<file path="src/shared/net_ind_pkg.sv">
// constants, register map and carrier types of the network status indicators
package net_ind_pkg;

    // device clock and indicator stretch time
    localparam int CLK_HZ         = 100_000_000;
    localparam int STRETCH_MS     = 50;
    localparam int STRETCH_CYCLES = CLK_HZ / 1000 * STRETCH_MS;

    // consecutive reversed-polarity events that light the polarity indicator
    localparam int POL_PULSES  = 7;
    localparam int POL_PACKETS = 3;
    localparam int PULSE_CW    = $clog2(POL_PULSES + 1);
    localparam int PKT_CW      = $clog2(POL_PACKETS + 1);

    // register port
    localparam int AW = 4;
    localparam int DW = 32;
    localparam logic [AW-1:0] CTRL_ADDR     = 4'h0;
    localparam logic [AW-1:0] STATE_ADDR    = 4'h4;
    localparam logic [AW-1:0] IRQ_ST_ADDR   = 4'h8;
    localparam logic [AW-1:0] IRQ_MASK_ADDR = 4'hC;

    // media-type code that selects thin coaxial cable
    localparam logic [1:0] MEDIA_THIN = 2'h1;

    // interrupt status bit positions
    localparam int IRQ_W    = 5;
    localparam int IRQ_TX   = 0;
    localparam int IRQ_RX   = 1;
    localparam int IRQ_COL  = 2;
    localparam int IRQ_POL  = 3;
    localparam int IRQ_LINK = 4;
    localparam logic [IRQ_W-1:0] IRQ_RESET = 5'h00;

    typedef struct packed {
        logic       link_test_en;
        logic       twisted_pair_mode;
        logic [1:0] media_type_sel;
    } ctrl_s;

    // link test enabled, AUI mode, no thin cable
    localparam logic [3:0] CTRL_RESET = 4'h8;

    typedef struct packed {
        logic thin_cable;
        logic good_link_indicator_n;
        logic polarity_indicator_n;
        logic collision_indicator_n;
        logic receive_indicator_n;
        logic transmit_indicator_n;
    } ind_s;

endpackage : net_ind_pkg

</file>
<file path="src/rtl/activity_stretcher.sv">
// one activity indicator held low for a fixed count after its last trigger
`timescale 1ns/1ps
`default_nettype none

module activity_stretcher
    import net_ind_pkg::*;
#(
    parameter int HOLD = STRETCH_CYCLES
) (
    input  wire logic clk_i,
    input  wire logic arst_n_i,
    input  wire logic trig_i,
    output var  logic ind_n_o
);

    localparam int            W    = $clog2(HOLD + 1);
    localparam logic [W-1:0]  LOAD = W'(HOLD - 1);
    localparam logic [W-1:0]  ZERO = '0;

    typedef enum logic [1:0] {
        ST_IDLE = 2'b01,
        ST_HOLD = 2'b10
    } st_e;

    st_e          st_q;
    st_e          st_d;
    logic [W-1:0] cnt_q;
    logic [W-1:0] cnt_d;
    logic         ind_n_d;

    ////////////////////////////////////////////////////////////////////////
    always_comb begin
        st_d    = st_q;
        cnt_d   = cnt_q;
        ind_n_d = ind_n_o;
        case (st_q)
            ST_IDLE: begin
                if (trig_i) begin
                    st_d    = ST_HOLD;
                    cnt_d   = LOAD;
                    ind_n_d = 1'b0;
                end
            end
            ST_HOLD: begin
                if (trig_i) begin
                    cnt_d = LOAD;
                end else if (cnt_q == ZERO) begin
                    st_d    = ST_IDLE;
                    ind_n_d = 1'b1;
                end else begin
                    cnt_d = cnt_q - 1'b1;
                end
            end
            default: begin
                st_d    = ST_IDLE;
                cnt_d   = ZERO;
                ind_n_d = 1'b1;
            end
        endcase
    end

    always_ff @(posedge clk_i or negedge arst_n_i) begin
        if (!arst_n_i) begin
            st_q    <= ST_IDLE;
            cnt_q   <= ZERO;
            ind_n_o <= 1'b1;
        end else begin
            st_q    <= st_d;
            cnt_q   <= cnt_d;
            ind_n_o <= ind_n_d;
        end
    end
endmodule : activity_stretcher

`default_nettype wire

</file>
<file path="src/rtl/net_status_indicators.sv">
// network status indicators with register port and interrupt
// Summary of operation
// - seven reversed link pulses in a row light the polarity indicator
// - three reversed packets in a row also light the polarity indicator
// - any transmit lights the transmit indicator for about 50 ms
// - valid receive data lights the receive indicator for about 50 ms
// - a collision lights the collision indicator for about 50 ms
// - good-link indicator off in AUI mode, or link test on and bad
// - good-link indicator on whenever link testing is disabled in twisted-pair mode
// - good-link indicator on in twisted-pair mode when link test is on and link good
// - thin-cable output high exactly when media type selects thin coax
//
// Local design decisions: the register addresses and the address-and-strobe port.
`timescale 1ns/1ps
`default_nettype none

module net_status_indicators
    import net_ind_pkg::*;
#(
    parameter int STRETCH = STRETCH_CYCLES
) (
    input  wire logic          CLOCK_I,
    input  wire logic          ARST_N_I,
    input  wire logic [AW-1:0] ADDR_I,
    input  wire logic [DW-1:0] WDATA_I,
    input  wire logic          WR_I,
    input  wire logic          RD_I,
    output var  logic [DW-1:0] RDATA_O,
    output var  logic          IRQ_O,
    input  wire logic          TX_ACTIVE_I,
    input  wire logic          RX_VALID_I,
    input  wire logic          COLLISION_I,
    input  wire logic          LINK_PULSE_I,
    input  wire logic          PULSE_REVERSED_I,
    input  wire logic          PACKET_DONE_I,
    input  wire logic          PACKET_REVERSED_I,
    input  wire logic          LINK_GOOD_I,
    output logic               TRANSMIT_INDICATOR_N_O,
    output logic               RECEIVE_INDICATOR_N_O,
    output logic               COLLISION_INDICATOR_N_O,
    output var  logic          POLARITY_INDICATOR_N_O,
    output var  logic          GOOD_LINK_INDICATOR_N_O,
    output var  logic          THIN_CABLE_O
);

    localparam logic [PULSE_CW-1:0] PULSE_MAX = PULSE_CW'(POL_PULSES);
    localparam logic [PKT_CW-1:0]   PKT_MAX   = PKT_CW'(POL_PACKETS);

    ctrl_s               ctrl_q;
    ctrl_s               ctrl_d;
    logic [IRQ_W-1:0]    irq_st_q;
    logic [IRQ_W-1:0]    irq_st_d;
    logic [IRQ_W-1:0]    irq_mask_q;
    logic [IRQ_W-1:0]    irq_mask_d;
    logic [IRQ_W-1:0]    ev;
    logic [IRQ_W-1:0]    w1c;
    logic                irq_d;
    logic [DW-1:0]       rdata_d;
    logic [2:0]          act;
    logic [2:0]          act_q;
    logic [2:0]          ind_n;
    logic [PULSE_CW-1:0] pulse_cnt_q;
    logic [PULSE_CW-1:0] pulse_cnt_d;
    logic [PKT_CW-1:0]   pkt_cnt_q;
    logic [PKT_CW-1:0]   pkt_cnt_d;
    logic                pol_n_d;
    logic                pol_set;
    logic                pol_clr;
    logic                gl_n_d;
    logic                thin_d;
    ind_s                state;

    assign act = {COLLISION_I, RX_VALID_I, TX_ACTIVE_I};

    ////////////////////////////////////////////////////////////////////////
    // activity indicators: transmit, receive, collision
    for (genvar g = 0; g < 3; g++) begin : g_act
        activity_stretcher #(
            .HOLD (STRETCH)
        ) u_stretch (
            .clk_i    (CLOCK_I),
            .arst_n_i (ARST_N_I),
            .trig_i   (act[g]),
            .ind_n_o  (ind_n[g])
        );
    end

    assign TRANSMIT_INDICATOR_N_O  = ind_n[0];
    assign RECEIVE_INDICATOR_N_O   = ind_n[1];
    assign COLLISION_INDICATOR_N_O = ind_n[2];

    ////////////////////////////////////////////////////////////////////////
    // polarity detection
    always_comb begin
        pulse_cnt_d = pulse_cnt_q;
        pkt_cnt_d   = pkt_cnt_q;
        if (LINK_PULSE_I) begin
            if (!PULSE_REVERSED_I) begin
                pulse_cnt_d = '0;
            end else if (pulse_cnt_q != PULSE_MAX) begin
                pulse_cnt_d = pulse_cnt_q + 1'b1;
            end
        end
        if (PACKET_DONE_I) begin
            if (!PACKET_REVERSED_I) begin
                pkt_cnt_d = '0;
            end else if (pkt_cnt_q != PKT_MAX) begin
                pkt_cnt_d = pkt_cnt_q + 1'b1;
            end
        end
        pol_set = (pulse_cnt_d == PULSE_MAX) || (pkt_cnt_d == PKT_MAX);
        pol_clr = (LINK_PULSE_I && !PULSE_REVERSED_I)
               || (PACKET_DONE_I && !PACKET_REVERSED_I);
        pol_n_d = POLARITY_INDICATOR_N_O;
        if (pol_set) begin
            pol_n_d = 1'b0;
        end else if (pol_clr) begin
            pol_n_d = 1'b1;
        end
    end

    ////////////////////////////////////////////////////////////////////////
    // link status and thin-cable output
    always_comb begin
        if (!ctrl_q.twisted_pair_mode) begin
            gl_n_d = 1'b1;
        end else if (!ctrl_q.link_test_en) begin
            gl_n_d = 1'b0;
        end else begin
            gl_n_d = !LINK_GOOD_I;
        end
        thin_d = (ctrl_q.media_type_sel == MEDIA_THIN);
    end

    ////////////////////////////////////////////////////////////////////////
    // register port and interrupt
    always_comb begin
        state = '{
            thin_cable:            THIN_CABLE_O,
            good_link_indicator_n: GOOD_LINK_INDICATOR_N_O,
            polarity_indicator_n:  POLARITY_INDICATOR_N_O,
            collision_indicator_n: ind_n[2],
            receive_indicator_n:   ind_n[1],
            transmit_indicator_n:  ind_n[0]
        };
        ev           = '0;
        ev[IRQ_TX]   = act[0] && !act_q[0];
        ev[IRQ_RX]   = act[1] && !act_q[1];
        ev[IRQ_COL]  = act[2] && !act_q[2];
        ev[IRQ_POL]  = POLARITY_INDICATOR_N_O && !pol_n_d;
        ev[IRQ_LINK] = GOOD_LINK_INDICATOR_N_O != gl_n_d;
        ctrl_d       = ctrl_q;
        irq_mask_d   = irq_mask_q;
        w1c          = '0;
        if (WR_I) begin
            case (ADDR_I)
                CTRL_ADDR:     ctrl_d     = ctrl_s'(WDATA_I[3:0]);
                IRQ_ST_ADDR:   w1c        = WDATA_I[IRQ_W-1:0];
                IRQ_MASK_ADDR: irq_mask_d = WDATA_I[IRQ_W-1:0];
                default:       ctrl_d     = ctrl_q;
            endcase
        end
        // a new event wins over a clear in the same cycle
        irq_st_d = (irq_st_q & ~w1c) | ev;
        irq_d    = |(irq_st_d & irq_mask_d);
        rdata_d  = '0;
        if (RD_I) begin
            case (ADDR_I)
                CTRL_ADDR:     rdata_d = DW'(ctrl_q);
                STATE_ADDR:    rdata_d = DW'(state);
                IRQ_ST_ADDR:   rdata_d = DW'(irq_st_q);
                IRQ_MASK_ADDR: rdata_d = DW'(irq_mask_q);
                default:       rdata_d = '0;
            endcase
        end
    end

    ////////////////////////////////////////////////////////////////////////
    always_ff @(posedge CLOCK_I or negedge ARST_N_I) begin
        if (!ARST_N_I) begin
            ctrl_q                  <= ctrl_s'(CTRL_RESET);
            irq_st_q                <= IRQ_RESET;
            irq_mask_q              <= IRQ_RESET;
            IRQ_O                   <= 1'b0;
            RDATA_O                 <= '0;
            act_q                   <= '0;
            pulse_cnt_q             <= '0;
            pkt_cnt_q               <= '0;
            POLARITY_INDICATOR_N_O  <= 1'b1;
            GOOD_LINK_INDICATOR_N_O <= 1'b1;
            THIN_CABLE_O            <= 1'b0;
        end else begin
            ctrl_q                  <= ctrl_d;
            irq_st_q                <= irq_st_d;
            irq_mask_q              <= irq_mask_d;
            IRQ_O                   <= irq_d;
            RDATA_O                 <= rdata_d;
            act_q                   <= act;
            pulse_cnt_q             <= pulse_cnt_d;
            pkt_cnt_q               <= pkt_cnt_d;
            POLARITY_INDICATOR_N_O  <= pol_n_d;
            GOOD_LINK_INDICATOR_N_O <= gl_n_d;
            THIN_CABLE_O            <= thin_d;
        end
    end
endmodule : net_status_indicators

`default_nettype wire

</file>
<file path="config.mk">
export PLATFORM = sky130hd
export DESIGN_NAME = net_status_indicators
export DESIGN_NICKNAME = d
export VERILOG_FILES = /design/src/shared/net_ind_pkg.sv /design/src/rtl/activity_stretcher.sv /design/src/rtl/net_status_indicators.sv
export SDC_FILE = /design/constraint.sdc
export NUM_CORES = 1
export LEC_CHECK = 0
export ABC_AREA = 1
export ABC_CLOCK_PERIOD_IN_PS = 1760
export BUFFER_PORTS_ARGS = -buffer_cell sky130_fd_sc_hd__clkbuf_2
export CORE_MARGIN = 2
export CORE_UTILIZATION = 53
export CTS_CLUSTER_SIZE = 24
export DETAILED_ROUTE_END_ITERATION = 10
export PLACE_DENSITY = 0.87
export SYNTH_ARGS = -nofsm -noshare
export SYNTH_HDL_FRONTEND = slang
export SYNTH_SLANG_ARGS = --single-unit
export TNS_END_PERCENT = 100
</file>
<file path="constraint.sdc">
create_clock -name CLOCK_I -period 1.76 [get_ports CLOCK_I]
set_input_delay 0.264 -clock CLOCK_I [delete_from_list [all_inputs] [get_ports CLOCK_I]]
set_output_delay 0.264 -clock CLOCK_I [all_outputs]
set_load 0.01 [all_outputs]
</file>
==> results.sh <==
export IMPL_synth_cells=1036
export IMPL_hold_class="input port to register"
export IMPL_ant_nets=0
export IMPL_rr_endpoint="g_act[1].u_stretch.cnt_q[10]"
export IMPL_cts_buffers=9
export IMPL_end_kind="register"
export IMPL_stdcell_area_um2=8603
export IMPL_fillers=958
export IMPL_crit_arrival_ns=1.98
export IMPL_r2r_slack_ns=0.02
export IMPL_cts_tree="built"
export IMPL_drtIter0Drc=813
export IMPL_fp_row_count=41
export IMPL_wl_per_cell_um=14.50
export IMPL_tightest_slew_ns=0.5488
export IMPL_synth_edf_count=0
export IMPL_pwr_share_clk=0.178
export IMPL_power_switching_share=0.4458
export IMPL_slew_viol_final=0
export IMPL_worstReg2RegStart="g_act[1].u_stretch.cnt_q[0]"
export IMPL_clock_skew_ns=0.008231
export IMPL_ir_drop_mv=0.7488
export IMPL_area_growth_pct=22.96
export IMPL_critical_path_class="register to register"
export IMPL_worst_hold_startpoint="COLLISION_I"
export IMPL_status="finished, final reports clean"
export IMPL_start_kind="register"
export IMPL_port_buffers=33
export IMPL_routed_wl_mm=19.58
export IMPL_synthDistinctLibCells=41
export IMPL_vias=7430
export IMPL_die_area_um2=14140
export IMPL_cts_max_path_buffers=2
export IMPL_start_util=0.5478
export IMPL_io_pins=87
export IMPL_via_per_inst=5.500
export IMPL_yosys_warnings=0
export IMPL_drive_above_1_share=0.2214
export IMPL_htreeDepth=3
export IMPL_gp_routability_congestion=0.9601
export IMPL_hold_violations=0
export IMPL_fmax_mhz=574.0
export IMPL_pwr_share_seq=0.286
export IMPL_synthArstFlopShare=1.000
export IMPL_hold_depth=1
export IMPL_layout_nets=1232
export IMPL_grt_max_degree=37
export IMPL_period_needed_ns=1.742
export IMPL_mostFrequentLayoutCell="nand2_1"
export IMPL_grt_pass1_wl_mm=30.90
export IMPL_dpl_cell_count=1323
export IMPL_overflow=0
export IMPL_min_period_over_period=0.9899
export IMPL_grt_pass1_vias=6762
export IMPL_die_width_um=118.9
export IMPL_required_ns=2.00
export IMPL_max_slew_margin=0.6341
export IMPL_p_int_uw=6378
export IMPL_clk_pin_slew_ns=0.08
export IMPL_antenna_found_initial=0
export IMPL_grt_usage=0.2674
export IMPL_final_cell_mix="nand2_1 (311), inv_1 (127), nor2_1 (105), buf_4 (105), dfrtp_1 (99)"
export IMPL_rsz0062_at_grt="true"
export IMPL_path_max_fanout=20
export IMPL_drc=0
export IMPL_p_per_area_nw_per_um2=1338
export IMPL_clk_latency_ns=0.37
export IMPL_maxCapViolations=0
export IMPL_synth_seq_cells=107
export IMPL_ys_seq_area_frac=0.3838
export IMPL_die_h_um=118.9
export IMPL_syn_area_per_cell_um2=6.754
export IMPL_dr_pass1_iters=6
export IMPL_cts_sinks=107
export IMPL_hpwlAfterDp_mm=13.05
export IMPL_synthFlopType="dfrtp_1"
export IMPL_cts_root_buf="clkbuf_16"
export IMPL_setup_viol=0
export IMPL_r2r_cells=12
export IMPL_core_area_um2=12770
export IMPL_place_area_um2=7965
export IMPL_combPwrFrac=0.536
export IMPL_p_leak_uw=0.004504
export IMPL_syn_area_um2=6997
export IMPL_num_antenna_cells=0
export IMPL_p_sw_uw=5130
export IMPL_stdcell_count=1351
export IMPL_hold_path_end="act_q[2]"
metal layers:
| layer | part of all wire | up-vias | GRT usage |
|---|---|---|---|
| met5 | 0 | - | 0 |
| met4 | 0.029 | 0 | 0.1094 |
| met3 | 0.085 | 64 | 0.04550 |
| met2 | 0.49 | 396 | 0.4468 |
| met1 | 0.40 | 3441 | 0.3445 |
| li1 | - | 3529 | - |
per-stage QoR:
step | TNS (ns) | hold WS, ns | utilization | setup slack, ns | power [uW]
6_report | 0 | 0.09006 | 0.6735 | 0.01779 | 11510
2_1_floorplan | 0 | -0.03159 | - | 0.02827 | 6954
3_3_place_gp | -4.455 | 0.2748 | 0.6236 | -0.2216 | 8511
4_1_cts | 0 | 0.08436 | 0.6526 | 0.002478 | 10900
5_1_grt | -0.6615 | 0.08755 | 0.6735 | -0.05747 | 12310
3_5_place_dp | -7.475 | 0.2766 | 0.6236 | -0.2976 | 8725
registers in the layout, summed over array words and instances (netlist names):
register,count
GOOD_LINK_INDICATOR_N_O,1
pkt_cnt_q,2
g_act.u_stretch.st_q,6
g_act.u_stretch.cnt_q,69
POLARITY_INDICATOR_N_O,1
ctrl_q,4
RDATA_O,6
act_q,3
THIN_CABLE_O,1
pulse_cnt_q,3
IRQ_O,1
irq_mask_q,5
irq_st_q,5
worst max path at each step:
stage,startpoint,end,slack (ns),cells past startpoint
after floorplan,g_act[0].u_stretch.cnt_q[0],g_act[0].u_stretch.cnt_q[13],0.03,10
after global placement,g_act[1].u_stretch.st_q[0],g_act[1].u_stretch.cnt_q[11],-0.22,9
after detailed placement,g_act[1].u_stretch.cnt_q[0],g_act[1].u_stretch.cnt_q[0],-0.30,11
after CTS,g_act[1].u_stretch.cnt_q[0],g_act[1].u_stretch.cnt_q[13],0.002,12
after global routing,g_act[2].u_stretch.cnt_q[6],g_act[2].u_stretch.cnt_q[6],-0.06,10
final,g_act[1].u_stretch.cnt_q[0],g_act[1].u_stretch.cnt_q[10],0.02,12
cells in the mapped netlist (10+ instances only):
cell type / instances / area share
nor2_1: 133 / 0.071
o21ai_2: 15 / 0.019
nor3_1: 11 / 0.0079
o21ai_0: 59 / 0.042
buf_4: 30 / 0.032
nand4_1: 16 / 0.014
inv_1: 133 / 0.071
ha_1: 10 / 0.018
nand2_1: 318 / 0.17
nand3_1: 90 / 0.064
o21ai_1: 14 / 0.010
dfrtp_1: 101 / 0.36
a21oi_1: 25 / 0.018
final cells by class:
| class | instances | area [um^2] | share of cell area |
|---|---|---|---|
| multi-input combinational | 769 | 3765 | 0.4376 |
| inverter | 139 | 541.8 | 0.06297 |
| clock buffer | 11 | 232.7 | 0.02705 |
| timing repair buffer | 147 | 1099 | 0.1277 |
| tap | 172 | 215.2 | 0.02501 |
| clock inverter | 5 | 53.80 | 0.006254 |
| timing repair inverter | 1 | 8.758 | 0.001018 |
| sequential | 107 | 2688 | 0.3124 |
worst max-delay path, stage by stage (launching register included):
cell and delay (ns):
dfrtp_1 0.40, inv_2 0.09, ha_4 0.14, nand2_2 0.08, nor2_4 0.13, inv_2 0.06
nor2_4 0.12, nand3_2 0.10, nand2_4 0.10, buf_12 0.14, inv_6 0.08, nand3_1 0.08
o21ai_1 0.08
logic make-up after synthesis:
group | count (synthesis) | share of synthesized area
flops | 107 | 0.3838
other cells | 1 | 0.0005360
compound gates | 134 | 0.1103
buf+inv | 185 | 0.1205
simple gates | 593 | 0.3594
xor+xnor | 6 | 0.007511
fa+ha+maj | 10 | 0.01788
repair_timing:
action                     in CTS  in global routing
setup endpoints to repair      50                 66
pin swaps                       0                 10
buffers inserted                2                  8
hold buffers                    1                  0
resized for setup              17                 68
hold endpoints to repair       31                  0
cloned                          0                  1
power groups by stage:
stage | Clock (uW) | Sequential [uW] | Combinational [uW]
finish | 2050 | 3290 | 6170
global route | 2160 | 3340 | 6810
CTS | 2060 | 3250 | 5590
detailed placement | 0 | 3290 | 5440
global placement | 0 | 3280 | 5230
floorplan | 0 | 3300 | 3650
No activity file was read; power rests on OpenSTA's default activity.
